===== src/shared/psfcc_defines.svh =====
// Purpose: named constants for the power stage fault and clock control
// Assumes: included by the package and by every design file
// Notes:   offsets are word indexes on the plain register port
`ifndef PSFCC_DEFINES_SVH
`define PSFCC_DEFINES_SVH

// ****************************************************************
// register map
// ****************************************************************
`define PSFCC_A_STAGE    8'h00
`define PSFCC_A_PINEN    8'h01
`define PSFCC_A_RUN      8'h02
`define PSFCC_A_SYNC     8'h03
`define PSFCC_A_STAT     8'h04
`define PSFCC_OFS_W      3
`define PSFCC_MOD_BLK0   5'h02
`define PSFCC_O_SET_A    3'h0
`define PSFCC_O_RST_A    3'h1
`define PSFCC_O_SET_B    3'h2
`define PSFCC_O_RST_B    3'h3
`define PSFCC_O_INCTL    3'h4
`define PSFCC_O_MODCTL   3'h5

// ****************************************************************
// field positions
// ****************************************************************
`define PSFCC_F_CENTER   0
`define PSFCC_F_POL_A    1
`define PSFCC_F_POL_B    2
`define PSFCC_F_MODE     0
`define PSFCC_F_IN_POL   3
`define PSFCC_F_IN_FILT  4
`define PSFCC_F_IN_ASYNC 5
`define PSFCC_F_IN_LEVEL 6
`define PSFCC_F_CLK_SEL  0
`define PSFCC_F_PRE      1
`define PSFCC_F_OVL_DIS  3

// ****************************************************************
// codes and counts
// ****************************************************************
`define PSFCC_MODE_OFF   3'h0
`define PSFCC_MODE_A     3'h1
`define PSFCC_MODE_B     3'h2
`define PSFCC_MODE_AB    3'h3
`define PSFCC_MODE_ALL   2'h2
`define PSFCC_MODE_HALT  2'h3
`define PSFCC_SYNC_OFF   1
`define PSFCC_DIV1_LAST  8'h00
`define PSFCC_DIV4_LAST  8'h03
`define PSFCC_DIV32_LAST 8'h1F
`define PSFCC_DIV256_LAST 8'hFF
`define PSFCC_FILT_LEN   4

`endif


===== src/shared/psfcc_pkg.sv =====
// Purpose: shared types of the power stage fault and clock control
// Assumes: constants come from the defines header
// Notes:   the top keeps its own parameterised state struct
`include "psfcc_defines.svh"

package psfcc_pkg;

  // counter direction of one module
  typedef enum logic {
    DIR_UP,
    DIR_DOWN
  } psfcc_dir_e;

  // state of one input conditioning slice
  typedef struct packed {
    logic [`PSFCC_FILT_LEN-1:0] smp;
    logic                       act;
    logic                       evt;
  } psfcc_in_s;

endpackage : psfcc_pkg


===== src/logic/psfcc_input.sv =====
// Purpose: polarity, optional 4-tick filter and event detect of one input
// Assumes: i_tick is the one-cycle stage clock enable of the module
// Notes:   o_evt marks the start of the active condition
`timescale 1ns/1ps
`include "psfcc_defines.svh"

module psfcc_input
  import psfcc_pkg::*;
(
  input  wire logic i_clk_sys,
  input  wire logic i_rst_n,
  input  wire logic i_tick,
  input  wire logic i_raw,
  input  wire logic i_pol,
  input  wire logic i_filt_en,
  output logic      o_active,
  output logic      o_evt
);

  psfcc_in_s r;
  psfcc_in_s s;
  logic      lvl;

  always_comb begin
    s     = r;
    s.evt = 1'b0;
    lvl   = i_raw ~^ i_pol;
    if (i_tick) begin
      s.smp = {r.smp[`PSFCC_FILT_LEN-2:0], lvl};
      if (!i_filt_en) begin
        s.act = lvl;
      end else if (&s.smp) begin
        s.act = 1'b1;
      end else if (~|s.smp) begin
        s.act = 1'b0;
      end
      s.evt = s.act & ~r.act;
    end
  end

  always_ff @(posedge i_clk_sys) begin
    if (!i_rst_n) begin
      r <= '0;
    end else begin
      r <= s;
    end
  end

  assign o_active = r.act;
  assign o_evt    = r.evt;
endmodule : psfcc_input


===== src/logic/psfcc_top.sv =====
// Purpose: fault handling, overlap guard, adc sync and stage clock
// Assumes: clock enables of i/o and pll clock are synchronous pulses
// Notes:   registers on a plain port, read data one cycle later
//
// Function
// - overlap guard blocks A and B together
// - legacy variant guards only with both pins on
// - four 12-bit compares per module
// - each module owns one fault input
// - optional four stage-tick input filter
// - async kill bypasses the stage clock
// - polarity bit picks active edge or level
// - one-ramp: input acts over whole ramp
// - multi-ramp: A in phase 0, B phase 1
// - three-bit input mode decode
// - kill modes keep timing running
// - halt mode stops until run bit set
// - adc sync on chosen output edge
// - centered: reset-A times sync, keep nonzero
// - per-module irq: reload, input, sync error
// - input irq on edge or level start
// - clock select: i/o or pll
// - prescaler divides by 1, 4, 32, 256
// - pin follows port when drive disabled
//
// Added by the designer: the strobed register port and the placing of the registers.
`timescale 1ns/1ps
`include "psfcc_defines.svh"

module psfcc_top
  import psfcc_pkg::*;
#(
  parameter int   NMOD        = 3,
  parameter int   CW          = 12,
  parameter int   AW          = 8,
  parameter int   DW          = 16,
  parameter logic LEGACY_OVL  = 1'b0
) (
  input  wire logic            i_clk_sys,
  input  wire logic            i_rst_n,
  input  wire logic [AW-1:0]   i_addr,
  input  wire logic [DW-1:0]   i_wdata,
  input  wire logic            i_wr_stb,
  input  wire logic            i_rd_stb,
  output logic      [DW-1:0]   o_rdata,
  input  wire logic            i_io_clk_en,
  input  wire logic            i_pll_clk_en,
  input  wire logic [NMOD-1:0] i_fault_input,
  input  wire logic [NMOD-1:0] i_port_a,
  input  wire logic [NMOD-1:0] i_port_b,
  output logic      [NMOD-1:0] o_gate_out_a,
  output logic      [NMOD-1:0] o_gate_out_b,
  output logic      [NMOD-1:0] o_adc_sync_strobe,
  output logic      [NMOD-1:0] o_module_irq
);

  typedef struct packed {
    logic [NMOD-1:0][CW-1:0] set_a;
    logic [NMOD-1:0][CW-1:0] rst_a;
    logic [NMOD-1:0][CW-1:0] set_b;
    logic [NMOD-1:0][CW-1:0] rst_b;
    logic [NMOD-1:0][6:0]    inctl;
    logic [NMOD-1:0][3:0]    modctl;
    logic [2:0]              stage;
    logic [2*NMOD-1:0]       pin_en;
    logic [NMOD-1:0]         run;
    logic [2*NMOD-1:0]       sync_sel;
    logic [NMOD-1:0][7:0]    pre;
    logic [NMOD-1:0][CW-1:0] cnt;
    psfcc_dir_e [NMOD-1:0]   dir;
    logic [NMOD-1:0]         kill_a_l;
    logic [NMOD-1:0]         kill_b_l;
    logic [NMOD-1:0]         kill_all_l;
    logic [NMOD-1:0]         act_a;
    logic [NMOD-1:0]         act_b;
    logic [NMOD-1:0]         gate_a;
    logic [NMOD-1:0]         gate_b;
    logic [NMOD-1:0]         sync;
    logic [NMOD-1:0]         irq;
    logic [DW-1:0]           rdata;
  } psfcc_state_s;

  psfcc_state_s r;
  psfcc_state_s s;

  // ****************************************************************
  // decode helpers
  // ****************************************************************
  function automatic logic [7:0] div_last(input logic [1:0] sel);
    case (sel)
      2'h0:    div_last = `PSFCC_DIV1_LAST;
      2'h1:    div_last = `PSFCC_DIV4_LAST;
      2'h2:    div_last = `PSFCC_DIV32_LAST;
      default: div_last = `PSFCC_DIV256_LAST;
    endcase
  endfunction : div_last

  // bit 0 kills A, bit 1 kills B of the own module
  function automatic logic [1:0] mode_kill(input logic [2:0] mode);
    case (mode)
      `PSFCC_MODE_OFF: mode_kill = 2'h0;
      `PSFCC_MODE_A:   mode_kill = 2'h1;
      `PSFCC_MODE_B:   mode_kill = 2'h2;
      default:         mode_kill = 2'h3;
    endcase
  endfunction : mode_kill

  function automatic logic mod_hit(input logic [AW-1:0] a, input int n);
    mod_hit = a[AW-1:`PSFCC_OFS_W] ==
              (AW-`PSFCC_OFS_W)'(`PSFCC_MOD_BLK0 + n);
  endfunction : mod_hit

  // ****************************************************************
  // per-module clocking, waveform windows and inputs
  // ****************************************************************
  logic [NMOD-1:0] src;
  logic [NMOD-1:0] tick;
  logic [NMOD-1:0] raw_act;
  logic [NMOD-1:0] flt_act;
  logic [NMOD-1:0] flt_evt;
  logic [NMOD-1:0] reload;
  logic [NMOD-1:0] wave_a;
  logic [NMOD-1:0] wave_b;
  logic [NMOD-1:0] win_a;
  logic [NMOD-1:0] win_b;
  logic [NMOD-1:0] trig;
  logic            center;

  assign center = r.stage[`PSFCC_F_CENTER];

  for (genvar g = 0; g < NMOD; g++) begin : g_mod
    assign src[g]  = r.modctl[g][`PSFCC_F_CLK_SEL] ? i_pll_clk_en
                                                   : i_io_clk_en;
    assign tick[g] = src[g] &&
                     (r.pre[g] ==
                      div_last(r.modctl[g][`PSFCC_F_PRE +: 2]));
    assign raw_act[g] = i_fault_input[g] ~^ r.inctl[g][`PSFCC_F_IN_POL];
    assign reload[g]  = r.run[g] && tick[g] && (r.dir[g] == DIR_UP) &&
                        (r.cnt[g] >= r.rst_b[g]);
    assign wave_a[g]  = center ? (r.cnt[g] < r.set_a[g])
                               : (r.cnt[g] >= r.set_a[g]) &&
                                 (r.cnt[g] < r.rst_a[g]);
    assign wave_b[g]  = center ? (r.cnt[g] >= r.set_b[g])
                               : (r.cnt[g] >= r.set_b[g]) &&
                                 (r.cnt[g] < r.rst_b[g]);
    // phase 0 lasts until set-B is reached
    assign win_a[g] = !center || (r.cnt[g] <  r.set_b[g]);
    assign win_b[g] = !center || (r.cnt[g] >= r.set_b[g]);
    assign trig[g]  = r.inctl[g][`PSFCC_F_IN_LEVEL] ? flt_act[g]
                                                     : flt_evt[g];

    psfcc_input u_in (
      .i_clk_sys (i_clk_sys),
      .i_rst_n   (i_rst_n),
      .i_tick    (tick[g]),
      .i_raw     (i_fault_input[g]),
      .i_pol     (r.inctl[g][`PSFCC_F_IN_POL]),
      .i_filt_en (r.inctl[g][`PSFCC_F_IN_FILT]),
      .o_active  (flt_act[g]),
      .o_evt     (flt_evt[g])
    );
  end

  // ****************************************************************
  // next state
  // ****************************************************************
  logic [NMOD-1:0] ka;
  logic [NMOD-1:0] kb;
  logic [NMOD-1:0] na;
  logic [NMOD-1:0] nb;
  logic            all_kill;
  logic [1:0]      km;
  logic [2:0]      md;
  logic            lvl;
  logic            prot;

  always_comb begin
    s        = r;
    s.sync   = '0;
    s.irq    = '0;
    s.rdata  = '0;
    ka       = '0;
    kb       = '0;
    na       = '0;
    nb       = '0;
    all_kill = 1'b0;
    km       = 2'h0;
    md       = 3'h0;
    lvl      = 1'b0;
    prot     = 1'b0;

    // register writes
    if (i_wr_stb) begin
      case (i_addr)
        `PSFCC_A_STAGE: s.stage    = i_wdata[2:0];
        `PSFCC_A_PINEN: s.pin_en   = i_wdata[2*NMOD-1:0];
        `PSFCC_A_RUN:   s.run      = i_wdata[NMOD-1:0];
        `PSFCC_A_SYNC:  s.sync_sel = i_wdata[2*NMOD-1:0];
        default: begin
          for (int n = 0; n < NMOD; n++) begin
            if (mod_hit(i_addr, n)) begin
              case (i_addr[`PSFCC_OFS_W-1:0])
                `PSFCC_O_SET_A:  s.set_a[n]  = i_wdata[CW-1:0];
                `PSFCC_O_RST_A:  s.rst_a[n]  = i_wdata[CW-1:0];
                `PSFCC_O_SET_B:  s.set_b[n]  = i_wdata[CW-1:0];
                `PSFCC_O_RST_B:  s.rst_b[n]  = i_wdata[CW-1:0];
                `PSFCC_O_INCTL:  s.inctl[n]  = i_wdata[6:0];
                `PSFCC_O_MODCTL: s.modctl[n] = i_wdata[3:0];
                default: ;
              endcase
            end
          end
        end
      endcase
    end

    // register reads, data valid in the following cycle only
    if (i_rd_stb) begin
      case (i_addr)
        `PSFCC_A_STAGE: s.rdata = DW'(r.stage);
        `PSFCC_A_PINEN: s.rdata = DW'(r.pin_en);
        `PSFCC_A_RUN:   s.rdata = DW'(r.run);
        `PSFCC_A_SYNC:  s.rdata = DW'(r.sync_sel);
        `PSFCC_A_STAT:  s.rdata = DW'({r.act_b, r.act_a, flt_act});
        default: begin
          for (int n = 0; n < NMOD; n++) begin
            if (mod_hit(i_addr, n)) begin
              case (i_addr[`PSFCC_OFS_W-1:0])
                `PSFCC_O_SET_A:  s.rdata = DW'(r.set_a[n]);
                `PSFCC_O_RST_A:  s.rdata = DW'(r.rst_a[n]);
                `PSFCC_O_SET_B:  s.rdata = DW'(r.set_b[n]);
                `PSFCC_O_RST_B:  s.rdata = DW'(r.rst_b[n]);
                `PSFCC_O_INCTL:  s.rdata = DW'(r.inctl[n]);
                `PSFCC_O_MODCTL: s.rdata = DW'(r.modctl[n]);
                default:         s.rdata = '0;
              endcase
            end
          end
        end
      endcase
    end

    // prescaler, counter, fault latches
    for (int n = 0; n < NMOD; n++) begin
      md  = r.inctl[n][`PSFCC_F_MODE +: 3];
      lvl = r.inctl[n][`PSFCC_F_IN_LEVEL];
      km  = mode_kill(md);
      if (src[n]) begin
        s.pre[n] = tick[n] ? '0 : 8'(r.pre[n] + 8'h01);
      end
      // counter stops only through the run bit, never through a kill
      if (!r.run[n]) begin
        s.cnt[n] = '0;
        s.dir[n] = DIR_UP;
      end else if (tick[n]) begin
        if (reload[n]) begin
          s.cnt[n] = center ? r.cnt[n] : '0;
          s.dir[n] = center ? DIR_DOWN : DIR_UP;
        end else if (r.dir[n] == DIR_DOWN) begin
          if (r.cnt[n] == '0) begin
            s.dir[n] = DIR_UP;
          end else begin
            s.cnt[n] = CW'(r.cnt[n] - 1'b1);
          end
        end else begin
          s.cnt[n] = CW'(r.cnt[n] + 1'b1);
        end
      end
      // edge modes hold the kill to the end of the cycle; set wins
      if (reload[n]) begin
        s.kill_a_l[n]   = 1'b0;
        s.kill_b_l[n]   = 1'b0;
        s.kill_all_l[n] = 1'b0;
      end
      if (!lvl && md[2] == 1'b0) begin
        if (flt_evt[n] && win_a[n] && km[0]) s.kill_a_l[n] = 1'b1;
        if (flt_evt[n] && win_b[n] && km[1]) s.kill_b_l[n] = 1'b1;
      end
      if (!lvl && md[2:1] == `PSFCC_MODE_ALL && flt_evt[n]) begin
        s.kill_all_l[n] = 1'b1;
      end
      if (md[2:1] == `PSFCC_MODE_ALL && (s.kill_all_l[n] ||
          (lvl && flt_act[n]))) begin
        all_kill = 1'b1;
      end
      if (md[2:1] == `PSFCC_MODE_HALT && trig[n]) begin
        s.run[n] = 1'b0;
      end
      ka[n] = s.kill_a_l[n] ||
              (lvl && flt_act[n] && win_a[n] && km[0] && !md[2]);
      kb[n] = s.kill_b_l[n] ||
              (lvl && flt_act[n] && win_b[n] && km[1] && !md[2]);
      // raw level path: acts even while no stage tick arrives
      if (r.inctl[n][`PSFCC_F_IN_ASYNC] && raw_act[n] &&
          md != `PSFCC_MODE_OFF) begin
        ka[n] = 1'b1;
        kb[n] = 1'b1;
      end
      // irq sources: reload, input event, sync error against module 0
      s.irq[n] = reload[n] ||
                 (flt_evt[n] && md != `PSFCC_MODE_OFF) ||
                 (n != 0 && reload[n] && r.run[0] && !reload[0] &&
                  r.modctl[n][2:0] == r.modctl[0][2:0]);
    end

    // outputs, overlap guard, pin mux, adc sync
    for (int n = 0; n < NMOD; n++) begin
      na[n] = r.run[n] && wave_a[n] && !ka[n] && !all_kill;
      nb[n] = r.run[n] && wave_b[n] && !kb[n] && !all_kill;
      prot  = !r.modctl[n][`PSFCC_F_OVL_DIS] &&
              (!LEGACY_OVL || (r.pin_en[2*n] && r.pin_en[2*n+1]));
      if (prot && na[n] && nb[n]) begin
        na[n] = 1'b0;
        nb[n] = 1'b0;
      end
      s.act_a[n]  = na[n];
      s.act_b[n]  = nb[n];
      s.gate_a[n] = r.pin_en[2*n] ?
                    (na[n] ~^ r.stage[`PSFCC_F_POL_A]) : i_port_a[n];
      s.gate_b[n] = r.pin_en[2*n+1] ?
                    (nb[n] ~^ r.stage[`PSFCC_F_POL_B]) : i_port_b[n];
      if (!center) begin
        case (r.sync_sel[2*n +: 2])
          2'h0:    s.sync[n] =  na[n] && !r.act_a[n];
          2'h1:    s.sync[n] = !na[n] &&  r.act_a[n];
          2'h2:    s.sync[n] =  nb[n] && !r.act_b[n];
          default: s.sync[n] = !nb[n] &&  r.act_b[n];
        endcase
      end else if (!r.sync_sel[2*n+`PSFCC_SYNC_OFF]) begin
        s.sync[n] = r.run[n] && tick[n] && r.rst_a[n] != '0 &&
                    r.cnt[n] == r.rst_a[n] &&
                    (r.dir[n] == (r.sync_sel[2*n] ? DIR_UP : DIR_DOWN));
      end
    end
  end

  always_ff @(posedge i_clk_sys) begin
    if (!i_rst_n) begin
      r <= '0;
    end else begin
      r <= s;
    end
  end

  assign o_rdata           = r.rdata;
  assign o_gate_out_a      = r.gate_a;
  assign o_gate_out_b      = r.gate_b;
  assign o_adc_sync_strobe = r.sync;
  assign o_module_irq      = r.irq;

  // ****************************************************************
  // checks
  // ****************************************************************
  for (genvar g = 0; g < NMOD; g++) begin : g_chk

  end
endmodule : psfcc_top


===== config.mk =====
export PLATFORM = sky130hd
export DESIGN_NAME = psfcc_top
export DESIGN_NICKNAME = d
export VERILOG_FILES = /design/src/shared/psfcc_pkg.sv /design/src/logic/psfcc_input.sv /design/src/logic/psfcc_top.sv
export VERILOG_INCLUDE_DIRS = /design/src /design/src/shared
export SDC_FILE = /design/constraint.sdc
export NUM_CORES = 1
export LEC_CHECK = 0
export BUFFER_PORTS_ARGS = -buffer_cell sky130_fd_sc_hd__buf_4
export CAP_MARGIN = 15
export CORE_AREA = 5 5 184 186
export CTS_BUF_LIST = sky130_fd_sc_hd__clkbuf_8 sky130_fd_sc_hd__clkbuf_16
export CTS_CLUSTER_SIZE = 14
export DETAILED_ROUTE_END_ITERATION = 8
export DIE_AREA = 0 0 189 191
export PLACE_DENSITY = 0.81
export SYNTH_ARGS = -nofsm -noshare
export SYNTH_HDL_FRONTEND = slang
export SYNTH_SLANG_ARGS = --single-unit

===== constraint.sdc =====
create_clock -name i_clk_sys -period 3.3 [get_ports i_clk_sys]
set_input_delay 0.33 -clock i_clk_sys [delete_from_list [all_inputs] [get_ports i_clk_sys]]
set_output_delay 0.33 -clock i_clk_sys [all_outputs]
set_load 0.01 [all_outputs]

Word level (Yosys, flattened, before mapping)
Index checks and enable logic that the tools add are counted.
{"block": "classes", "magnitude_cmp": 21, "n_mux": 117, "shifts": 0, "reduce_logical": 238, "addsub": 9, "div": 0, "n_mul": 0, "n_bitwise": 23, "eq_ne": 53}
{"op": "12-bit one-hot mux with 6 select lines", "count": 3}
{"op": "12-bit < comparator", "count": 12}
{"op": "12-bit two-way mux", "count": 11}
{"op": "1-bit logical AND", "count": 126}
{"op": "12-bit >= comparator", "count": 9}
{"op": "1-bit two-way mux", "count": 88}
{"op": "4-bit AND reduction", "count": 21}
{"op": "16-bit one-hot mux with 5 select lines", "count": 1}
{"op": "8-bit one-hot mux with 3 select lines", "count": 3}
{"op": "12-bit by 1-bit adder with 12-bit output (second input constant)", "count": 3}
{"op": "12-bit equality test", "count": 3}
{"op": "12-bit logical NOT", "count": 3}
{"op": "12-bit nonzero test", "count": 3}
{"op": "12-bit by 1-bit subtractor with 12-bit output (second input constant)", "count": 3}
{"op": "16-bit two-way mux", "count": 2}
{"op": "1-bit logical NOT", "count": 30}
{"op": "8-bit by 1-bit adder with 8-bit output (second input constant)", "count": 3}
{"op": "2-bit equality test (second input constant)", "count": 12}
{"op": "8-bit equality test", "count": 3}
{"op": "8-bit two-way mux", "count": 3}
{"op": "2-bit AND reduction", "count": 11}
{"op": "1-bit logical OR", "count": 20}
{"op": "2-bit one-hot mux with 3 select lines", "count": 3}
{"op": "8-bit by 2-bit equality test with 1-bit output (second input constant)", "count": 2}
{"op": "23 further kinds", "count": 83}
{"block": "word_totals", "in_bits": 39, "regBits": 316, "n_memories": 0, "mem_bits_rw": 0, "mem_bits_ro": 0, "elab_cells": 513, "output_inout_bits": 28, "latch_bits": 0}

Depth between registers and ports, before layout
Gate-level depths: netlist (run 1).
{"block": "logic_depth", "word_depth": 23, "depth_mapped": 12, "mapped_depth_nobuf": 12}

Modules after synthesis
Synthesis (run 1) repeated with hierarchy kept, for this count alone.
{"block": "hier_totals", "hier_cells": 2513, "area_unflattened_um2": 19389.8}
{"module": "psfcc_top", "n_inst": 1, "cells_per_inst": 2450, "area_each_um2": 18721.7}
{"module": "psfcc_input", "n_inst": 3, "cells_per_inst": 21, "area_each_um2": 222.7}

Worst setup path after synthesis (run 1)
OpenSTA, ideal clock, no wires.
{"block": "synth_path", "path_kind": "flip-flop to flip-flop", "from": "register r[44] in the netlist's numbering", "to": "register r[69] in the netlist's numbering", "setup_time_ns": 0.074, "arrival_time_ns": 2.762, "setup_slack_ns": 0.464, "stages_incl_launch_ff": 12, "path_cell_list": "dfxtp_1 > ha_1 > a21o_1 > a21oi_1 > nor2b_1 > o21a_1 > o22a_1 > a41oi_1 > a21oi_1 > xnor2_1 > or4b_1 > a31oi_1"}
{"block": "synth_between", "elab_chain_cells": 5, "word_cells_on_any_way": 8, "cone_classes": "eq/ne: 2; mux: 2; bitwise: 1; reduce/logical: 3"}
{"item": "from (decl)", "line": "psfcc_top.sv:83", "rtl": "psfcc_state_s r;"}
{"item": "from (signal assigned)", "line": "psfcc_top.sv:341", "rtl": "r <= s;"}
{"item": "1-bit NOT", "line": "psfcc_top.sv:138", "rtl": "assign reload[g] = r.run[g] && tick[g] && (r.dir[g] == DIR_UP) &&"}
{"item": "1-bit logical AND (2 in a row)", "line": "psfcc_top.sv:138"}
{"item": "3-bit != test (no source line) or 2-bit != test (tied branches)"}
{"item": "3-bit AND reduction (no source line)"}
Several ways; a longest one is shown, not always the timed one.
A chain may end at the register's enable or synchronous reset.

Worst setup path after layout (run 1)
{"block": "layout_path", "from": "register r[63] in the netlist's numbering", "to": "register r, in the netlist o_adc_sync_strobe[1]"}
{"block": "layout_between", "elab_chain_cells": 18, "word_cells_on_any_way": 65, "cone_classes": "order compare: 7; eq/ne: 1; mux: 19; reduce/logical: 38"}
{"item": "12-bit < comparator", "line": "psfcc_top.sv:147", "rtl": "assign win_a[g] = !center || (r.cnt[g] < r.set_b[g]);"}
{"item": "1-bit logical OR", "line": "psfcc_top.sv:147"}
{"item": "1-bit logical AND (2 in a row)", "line": "psfcc_top.sv:276", "rtl": "if (flt_evt[n] && win_a[n] && km[0]) s.kill_a_l[n] = 1'b1;"}
{"item": "1-bit two-way mux", "line": "psfcc_top.sv:276"}
{"item": "1-bit two-way mux", "line": "psfcc_top.sv:275", "rtl": "if (!lvl && md[2] == 1'b0) begin"}
{"item": "1-bit logical OR", "line": "psfcc_top.sv:289", "rtl": "ka[n] = s.kill_a_l[n] ||"}
{"item": "1-bit two-way mux", "line": "psfcc_top.sv:294", "rtl": "if (r.inctl[n][`PSFCC_F_IN_ASYNC] && raw_act[n] &&"}
{"item": "1-bit logical NOT", "line": "psfcc_top.sv:308", "rtl": "na[n] = r.run[n] && wave_a[n] && !ka[n] && !all_kill;"}
{"item": "1-bit logical AND (2 in a row)", "line": "psfcc_top.sv:308"}
{"item": "1-bit logical AND (2 in a row)", "line": "psfcc_top.sv:312", "rtl": "if (prot && na[n] && nb[n]) begin"}
{"item": "1-bit two-way mux", "line": "psfcc_top.sv:312"}
{"item": "1-bit logical NOT, on equally long branches", "line": "psfcc_top.sv:327, psfcc_top.sv:325"}
{"item": "1-bit logical AND, on equally long branches", "line": "psfcc_top.sv:327, psfcc_top.sv:325"}
{"item": "1-bit one-hot mux with 3 select lines", "line": "psfcc_top.sv:323", "rtl": "case (r.sync_sel[2*n +: 2])"}
{"item": "1-bit two-way mux *", "line": "psfcc_top.sv:322", "rtl": "if (!center) begin"}
Every way passes the cells marked *; elsewhere a longest branch is shown, timed or not.

==> results of run 1 <==
==> path summary, 6_finish.rpt <==
path | from | to | slack (ns)
max | r[63] | o_adc_sync_strobe[1] | 0.15
min | i_port_a[0] | o_gate_out_a[0] | 0.02
max reg2reg | r[63] | o_adc_sync_strobe[1] | 0.15
min reg2reg | r[164] | r[164] | 0.46
==> kinds of logic (layout without fill, tap and decap cells) <==
group / Yosys count / after routing / share of synthesized area, %
AOI/OAI and AO/OA: 643 / 643 / 21.30
muxes: 41 / 41 / 2.199
xor gates and xnor gates: 58 / 58 / 2.681
DFF: 312 / 312 / 32.96
other: 1 / 4 / 0.01979
adders and majority gates: 180 / 180 / 12.00
buffers and inverters: 322 / 392 / 6.933
and+or+nand+nor: 917 / 917 / 21.90
==> layout make-up <==
cell class              count  area, um2  share of cell area [%]
inverters                 167      631.9                   2.955
multi-input cells        1843      11510                   53.86
well taps                 408      510.5                   2.388
clock inverters            19      180.2                  0.8427
repair buffers            159       1206                   5.642
clock buffers              47       1086                   5.080
flip-flops and latches    312       6250                   29.23
==> cell usage after synthesis, types with 6 or more instances <==
cell type                    n
sky130_fd_sc_hd__mux2i_1    36
sky130_fd_sc_hd__o21bai_1   11
sky130_fd_sc_hd__nor3_1     25
sky130_fd_sc_hd__a211o_1    13
sky130_fd_sc_hd__nand2_1   475
sky130_fd_sc_hd__dfxtp_1   312
sky130_fd_sc_hd__a31oi_1    13
sky130_fd_sc_hd__a221oi_1    7
sky130_fd_sc_hd__nor2_1    138
sky130_fd_sc_hd__and3_1     12
sky130_fd_sc_hd__xor2_1     30
sky130_fd_sc_hd__nand2b_1   16
sky130_fd_sc_hd__or2_2       6
sky130_fd_sc_hd__o21ai_0    46
sky130_fd_sc_hd__a22oi_1    65
sky130_fd_sc_hd__nand4_1    50
sky130_fd_sc_hd__ha_1      177
sky130_fd_sc_hd__inv_1     167
sky130_fd_sc_hd__xnor2_1    28
sky130_fd_sc_hd__o211ai_1   20
sky130_fd_sc_hd__o221ai_1   12
sky130_fd_sc_hd__nand3_1    95
sky130_fd_sc_hd__o21a_1     13
sky130_fd_sc_hd__nor4_1     27
sky130_fd_sc_hd__a21oi_1   326
sky130_fd_sc_hd__a211oi_1    8
sky130_fd_sc_hd__nor2b_1    25
sky130_fd_sc_hd__buf_4      28
sky130_fd_sc_hd__buf_1       6
sky130_fd_sc_hd__and2_1     15
sky130_fd_sc_hd__o22ai_1     8
sky130_fd_sc_hd__o22a_1      7
sky130_fd_sc_hd__a21o_1     26
sky130_fd_sc_hd__clkbuf_1  121
sky130_fd_sc_hd__or3_1       6
sky130_fd_sc_hd__o21ai_1    10
==> power groups by stage <==
stage / logic (mW) / clock network (mW) / registers (mW)
2_1_floorplan: 0.265 / 0 / 3.88
3_3_place_gp: 0.441 / 0 / 3.89
3_5_place_dp: 0.447 / 0 / 3.89
4_1_cts: 0.450 / 4.27 / 3.81
5_1_grt: 0.492 / 4.43 / 3.81
6_report: 0.473 / 4.27 / 3.81
==> layer usage <==
layer / vias to the layer above / global-route usage [%] / share of wire [%] / wire (um)
met2: 1197 / 57.04 / 45 / 29680
met5: - / 0 / 0 / 0
met4: 0 / 24.36 / 7.9 / 5158
met3: 340 / 5.606 / 9.7 / 6327
li1: 8772 / - / - / -
met1: 9042 / 42.18 / 37 / 24090
==> timing repair <==
| item | CTS | global route |
|---|---|---|
| buffers inserted | 0 | 2 |
| pin swaps | 0 | 7 |
| endpoints found under the setup margin | 3 | 8 |
| gates resized for setup | 2 | 17 |
| hold buffers | 0 | 0 |
==> worst max-delay path: stages (launching register included) <==
cell and delay [ns]:
sky130_fd_sc_hd__dfxtp_1 0.32, sky130_fd_sc_hd__buf_4 0.17, sky130_fd_sc_hd__ha_1 0.32, sky130_fd_sc_hd__a21oi_1 0.15
sky130_fd_sc_hd__nor2b_1 0.06, sky130_fd_sc_hd__o211ai_1 0.18, sky130_fd_sc_hd__a21o_1 0.15, sky130_fd_sc_hd__o211ai_1 0.18
sky130_fd_sc_hd__a2111oi_0 0.45, sky130_fd_sc_hd__buf_4 0.19, sky130_fd_sc_hd__nor4_4 0.04, sky130_fd_sc_hd__buf_4 0.18
sky130_fd_sc_hd__a311oi_1 0.39, sky130_fd_sc_hd__o2bb2ai_1 0.11, sky130_fd_sc_hd__o211ai_1 0.16
==> stage by stage <==
stage / hold slack [ns] / worst slack [ns] / util, %
2_1_floorplan: 0.4319 / 0.4638 / -
3_3_place_gp: 0.4431 / 0.05510 / 62.24
3_5_place_dp: 0.4468 / -0.09129 / 62.24
4_1_cts: 0.007329 / 0.05139 / 66.22
5_1_grt: 0.04308 / -0.005776 / 66.55
6_report: 0.02128 / 0.1491 / 66.55
==> results.txt, run 1 <==
----------------------------------------------------
[Outcome]
  Status ... finished, final reports clean

[Finish]
  Nets ... 2,739
  Fill cell instance count of the final layout ... 2,625
  Antenna Diode Count ... 0
  Number of standard cells in the final layout excluding fillers ... 2,955
  Fraction of final layout cells sized beyond drive strength 1 ... 10.44%
  Leading cell type in the layout, fill and taps excluded ... sky130_fd_sc_hd__nand2_1
  Cell area after layout ... 21,380 um2
  Area growth from synthesis to layout ... 12.83%
  Most frequent cells in the layout ... sky130_fd_sc_hd__nand2_1 (475), sky130_fd_sc_hd__a21oi_1 (325), sky130_fd_sc_hd__dfxtp_1 (309)
  Number of flip-flops under the largest register name ... 268
  Most flop-heavy register ... r

[Hold path]
  Worst hold path depth ... 3
  Min-Delay Path Class ... primary input to flip-flop

[Worst setup path]
  Element type at the critical path start ... flip-flop
  Classification of the worst setup path ... flip-flop to flip-flop
  Endpoint arrival time on the critical path ... 3.62 ns
  Worst EP required ... 3.77 ns
  Worst-path fanout max ... 6
  Worst Setup End Kind ... flip-flop
  Worst R2R Path Depth ... 14

[Timing]
  Remaining max-slew budget at the tightest pin ... 49.05%
  Endpoints failing hold ... 0
  Transition at the pin with the smallest max-transition slack ... 0.7601 ns
  Final period demand of the worst path ... 3.151 ns
  Worst setup skew after layout ... 0.02051 ns
  Setup TNS ... 0 ns
  Slew Viols, Final ... 0
  Final clock period utilization by the worst path ... 95.48%
  Final number of setup-violating endpoints ... 0
  Maximum frequency from static timing analysis ... 317.4 MHz

[Power]
  Final total power ... 8.548 mW
  Areal power density over the cells ... 399.8 nW/um2
  P_sw ... 2.077 mW
  Share of total power in sequential cells ... 44.5%
  Switching share of total power ... 24.30%
  Internal cell power ... 6.471 mW
  Fraction of power consumed by the clock network ... 49.9%
  Power share of the combinational group ... 5.5%
  Worst vdd ir ... 0.0003865 V
  Static Leakage ... 8.165 nW

[Detailed routing]
  Routed wire length ... 65,250 um
  Vias ... 19,350
  Antenna viol nets, final ... 0
  Residual DRC count ... 0
  Drt first-iter violations ... 2,258
  Mean number of vias per cell ... 6.549
  Routed len/inst ... 22.08 um
  Detailed-router iteration count before antenna repair ... 6

[Place]
  HPWL reported at the end of detailed placement ... 46,860 um
  Placed inst area ... 19,990 um2
  Input/output buffers ... 58
  Placed cells ... 2,887
  Global placement routability congestion ... 1.012

[Global route]
  GR Overflow Total ... 0
  Largest net degree at the start of global routing ... 101
  Vias in the first global route ... 18,830
  Overall track demand over capacity in global routing ... 34.91%
  Global-route wire length before repair ... 100,500 um
  Antenna violations before repair ... 0

[Clock network]
  CTS tree ... yes
  H-tree level count ... 2
  Reg clk slew, reported paths ... 0.06 ns
  Buffer cell driving the clock tree root ... sky130_fd_sc_hd__clkbuf_16
  Clock buffers created by TritonCTS ... 37
  Clock Latency Late Sink ... 0.55 ns
  Maximum buffer depth of the clock tree ... 3
  TritonCTS Sinks ... 312

[Logic synthesis]
  #FFs+latches synth ... 312
  Count of unique library cells instantiated by Yosys ... 85
  Top post-synthesis cells by area ... sky130_fd_sc_hd__dfxtp_1 (33%), sky130_fd_sc_hd__ha_1 (12%), sky130_fd_sc_hd__nand2_1 (9.4%), sky130_fd_sc_hd__a21oi_1 (8.6%), sky130_fd_sc_hd__inv_1 (3.3%)
  Ys Warns ... 0
  Number of instances in the synthesized netlist ... 2,474
  Area share of the largest cell type after synthesis ... 32.96%
  Sequential cell area fraction in the yosys report ... 32.96%
  Dominant cell type by area after synthesis ... sky130_fd_sc_hd__dfxtp_1
  Number of enable flip-flop cells after synthesis ... 0
  FFs w/ async S/R, synth ... 0%
  Avg Cell Area, Syn ... 7.659 um2
  Top FF cell, synth ... sky130_fd_sc_hd__dfxtp_1
  Cell area after synthesis ... 18,950 um2

[Job]
  Max capacitance violation total ... 0

[Floorplan]
  Number of top-level pins ... 67
  Area of the core ... 32,120 um2
  Total number of placement rows ... 66
  Floorplan die area ... 36,100 um2
  Die height ... 191 um
  Overall die width ... 189 um
  Effective utilization at floorplan ... 58.99%

----------------------------------------------------
No activity file was read; power rests on OpenSTA's default activity.
==> run 2: changes to the inputs <==
Settings changed: CORE_AREA 5 5 184 186 to 5 5 186 188, DIE_AREA 0 0 189 191 to 0 0 191 193, SYNTH_HIERARCHICAL set to 1.
==> run 2 against run 1 <==
Compared with the run above: flip-flop and latch count stayed put; first-iteration DRC count is 1.4% higher; fmax is 1.2% lower; critical path type unchanged; largest power group unchanged.
==> results.txt, run 2 <==
----------------------------------------------------
[Worst setup path]
  Worst EP required ... 3.78 ns (about the same)
  Endpoint arrival time on the critical path ... 3.67 ns (+0.05 ns)
  Register-to-register path setup slack ... 0.11 ns (-0.04 ns)
  Classification of the worst setup path ... flip-flop to flip-flop
  Worst Setup End Kind ... flip-flop
  Worst R2R Path Depth ... 11 (-3)
  Worst setup path endpoint ... o_adc_sync_strobe[2]
  Worst-path fanout max ... 8 (+2)
  Launch point of the worst path ... r[70]
  Largest delay share family, worst path ... compound AO/OA/AOI/OAI gates
  Cell chain of the critical path ... inv_1 -> ha_1 -> nor3b_1 -> o21ai_0 -> nand3_1 -> a211o_4 -> o21ai_4 -> o211ai_2 -> a211o_1 -> nand4bb_1 -> o211ai_1
  Standard cell with the maximum stage delay on the critical path ... sky130_fd_sc_hd__dfxtp_1
  Worst path buffer plus inverter count ... 1 (-2)
  Depth of the critical timing path with buffers and inverters included ... 11 (-3)
  Element type at the critical path start ... flip-flop
  Startpoint of the worst-slack reg-to-reg timing path ... r[70]
  Reg2Reg Capture Point ... o_adc_sync_strobe[2]
  Delay of the slowest critical-path stage ... 0.42 ns (-0.03 ns)

[Global route]
  Vias in the first global route ... 18,560 (-1.4%)
  Antenna violations before repair ... 3 (+3)
  Global-route wire length before repair ... 102,500 um (+2.0%)
  Largest net degree at the start of global routing ... 94 (-6.9%)
  GR Overflow Total ... 0 (unchanged)
  Overall track demand over capacity in global routing ... 35.34% (+0.42 points)

[Job]
  Max capacitance violation total ... 0 (unchanged)

[Clock network]
  TritonCTS Sinks ... 312 (unchanged)
  H-tree level count ... 2 (unchanged)
  Postcts setup bufs ... 0 (unchanged)
  Reg clk slew, reported paths ... 0.06 ns (about the same)
  CTS tree ... yes
  Clock Latency Late Sink ... 0.56 ns (about the same)
  Buffer cell driving the clock tree root ... sky130_fd_sc_hd__clkbuf_16
  Clock buffers created by TritonCTS ... 36 (-2.7%)
  Maximum buffer depth of the clock tree ... 3 (unchanged)

[Finish]
  Area of all sequential standard cells ... 6246 um2 (about the same)
  Number of flip-flops under the largest register name ... 268 (unchanged)
  Area growth from synthesis to layout ... 12.30%
  Nets ... 2,775 (+1.3%)
  Most flop-heavy register ... r
  Final Util ... 66.09% (-0.46 points)
  Fill cell instance count of the final layout ... 2,815 (+7.2%)
  Multi-input combinational cell area ... 11,830 um2 (+2.7%)
  Leading cell type in the layout, fill and taps excluded ... sky130_fd_sc_hd__nand2_1
  Most frequent cells in the layout ... sky130_fd_sc_hd__nand2_1 (426), sky130_fd_sc_hd__a21oi_1 (315), sky130_fd_sc_hd__dfxtp_1 (312)
  Fraction of final layout cells sized beyond drive strength 1 ... 10.33% (-0.11 points)

[Timing]
  Final clock period utilization by the worst path ... 96.68% (+1.2 points)
  Maximum frequency from static timing analysis ... 313.4 MHz (-1.2%)
  Transition at the pin with the smallest max-transition slack ... 0.7753 ns (+0.01514 ns)
  Setup TNS ... 0 ns (unchanged)
  Unrepaired setup endpoints after global routing ... false
  Final worst-path setup slack ... 0.1094 ns (-0.03965 ns)
  Endpoints failing hold ... 0 (unchanged)
  Slew Viols, Final ... 0 (unchanged)
  Final number of setup-violating endpoints ... 0 (unchanged)
  Final period demand of the worst path ... 3.191 ns (+0.03965 ns)
  Final hold slack ... 0.01179 ns (-0.009488 ns)
  Remaining max-slew budget at the tightest pin ... 48.12% (-0.92 points)
  Worst setup skew after layout ... 0.02592 ns (+0.005414 ns)

[Hold path]
  Min-Delay Path Class ... primary input to flip-flop
  Worst hold path depth ... 3 (unchanged)

[Outcome]
  Status ... finished, final reports clean

[Power]
  Power share of the combinational group ... 5.9% (+0.4 points)
  Internal cell power ... 6.607 mW (+2.1%)
  Areal power density over the cells ... 401.0 nW/um2 (+0.30%)
  Static Leakage ... 8.588 nW (+5.2%)
  Fraction of power consumed by the clock network ... 50.5% (+0.6 points)
  Final total power ... 8.733 mW (+2.2%)
  Share of total power in sequential cells ... 43.6% (-0.9 points)
  Worst vdd ir ... 0.0003967 V (+2.6%)
  Switching share of total power ... 24.34% (+0.042 points)
  P_sw ... 2.126 mW (+2.3%)

[Place]
  Worst slack at placement ... 0.1537 ns (+0.2450 ns)
  HPWL reported at the end of detailed placement ... 48,870 um (+4.3%)
  Input/output buffers ... 58 (unchanged)
  Global placement routability congestion ... 1.058 (+4.6%)

[Floorplan]
  Floorplan die area ... 36,860 um2 (+2.1%)
  Total number of placement rows ... 67 (+1.5%)
  Area of the core ... 32,950 um2 (+2.6%)
  Effective utilization at floorplan ... 58.85% (-0.13 points)
  Overall die width ... 191 um (+1.1%)
  Die height ... 193 um (+1.0%)
  Number of top-level pins ... 67 (unchanged)

[Logic synthesis]
  Avg Cell Area, Syn ... 7.716 um2 (+0.74%)
  Dominant cell type by area after synthesis ... sky130_fd_sc_hd__dfxtp_1
  #FFs+latches synth ... 312 (unchanged)
  Ys Warns ... 6 (+6)
  Top post-synthesis cells by area ... sky130_fd_sc_hd__dfxtp_1 (32%), sky130_fd_sc_hd__ha_1 (11%), sky130_fd_sc_hd__nand2_1 (8.2%), sky130_fd_sc_hd__a21oi_1 (8.1%), sky130_fd_sc_hd__mux2i_1 (3.9%)
  Top cells by instance count after synthesis ... sky130_fd_sc_hd__nand2_1 (426), sky130_fd_sc_hd__a21oi_1 (315), sky130_fd_sc_hd__dfxtp_1 (312), sky130_fd_sc_hd__nor2_1 (191), sky130_fd_sc_hd__ha_1 (177)
  Cell area after synthesis ... 19,390 um2 (+2.3%)
  Number of enable flip-flop cells after synthesis ... 0 (unchanged)
  FFs w/ async S/R, synth ... 0% (unchanged)
  Count of unique library cells instantiated by Yosys ... 93 (+9.4%)
  Top FF cell, synth ... sky130_fd_sc_hd__dfxtp_1
  Area share of the largest cell type after synthesis ... 32.21% (-0.75 points)
  Sequential cell area fraction in the yosys report ... 32.21% (-0.75 points)
  Most numerous cell in the Yosys netlist ... sky130_fd_sc_hd__nand2_1
  Number of instances in the synthesized netlist ... 2,513 (+1.6%)

[Detailed routing]
  Routed wire length ... 67,460 um (+3.4%)
  Vias ... 19,430 (+0.39%)
  Drt first-iter violations ... 2,290 (+1.4%)
  Detailed-router iteration count before antenna repair ... 6 (unchanged)
  Routed len/inst ... 22.24 um (+0.72%)
  Mean number of vias per cell ... 6.405 (-2.2%)
  Residual DRC count ... 0 (unchanged)
  Antenna viol nets, final ... 0 (unchanged)

----------------------------------------------------
==> run 2: cell types whose count changed in the layout (fill, tap and decap cells not counted), moves of 17 or more <==
cell / delta
sky130_fd_sc_hd__nor2_1: +54
sky130_fd_sc_hd__nand2_1: -49
sky130_fd_sc_hd__mux2i_1: +40
sky130_fd_sc_hd__o21ai_0: +30
sky130_fd_sc_hd__nand3_1: -17
==> run 2: stage by stage <==
step,instances,instance area (um2)
floorplan,2516,19400
global placement,2966,20430
detailed placement,2966,20430
CTS,3032,21730
global route,3032,21770
finish,3033,21770
==> run 2: what timing repair did <==
action	4_1_cts	5_1_grt
gates resized for setup	0	6
hold buffers	0	0
setup endpoints to repair	0	5
==> run 2: layout make-up <==
class                      instances  share of cell area [%]
inverter                         178                   3.114
clock inverter                    25                   1.523
antenna                            1                 0.01149
sequential                       312                   28.68
multi-input combinational       1875                   54.31
clock buffer                      41                   4.453
tap                              448                   2.574
timing repair buffer             153                   5.332
==> run 2: metal layers <==
metal	vias up	part of all wire, %	global-route usage, %
met4	2	7.3	22.35
li1	8916	-	-
met3	298	9.7	7.184
met2	1158	45	56.98
met5	-	0.019	0
met1	9052	38	43.45
==> run 2: worst register-to-register path, delay by kind of cell (launching register included) <==
kind            cells  cell delay, ns
buf+inv             1            0.18
simple gates        3            0.51
compound gates      6            1.77
flops               1            0.42
fa+ha+maj           1            0.25
==> run 2: cells by family (layout without fill, tap and decap cells) <==
family | Yosys count | after routing | synth area share (%)
simple gates | 910 | 910 | 21.31
flops | 312 | 312 | 32.21
mux | 85 | 85 | 4.562
other cells | 1 | 5 | 0.01934
fa+ha+maj | 180 | 180 | 11.73
xor+xnor | 54 | 54 | 2.439
buf+inv | 329 | 397 | 7.092
compound gates | 642 | 642 | 20.63
==> run 2: how the worst min path moves through the flow <==
stage	from	end	slack, ns
floorplan	g_mod[1].u_in/o_active	g_mod[1].u_in/o_evt	0.43
global placement	r[223]	r[223]	0.44
detailed placement	r[182]	r[182]	0.45
CTS	i_port_b[2]	o_gate_out_b[2]	0.009
global route	i_port_b[2]	o_gate_out_b[2]	0.03
finish	i_port_b[2]	o_gate_out_b[2]	0.01
==> run 2: power by group through the flow <==
stage	registers [mW]	clock network [mW]	logic (mW)
after floorplan	3.88	0	0.297
after global placement	3.89	0	0.484
after detailed placement	3.89	0	0.491
after CTS	3.81	4.41	0.494
after global routing	3.81	4.57	0.536
final	3.81	4.41	0.516
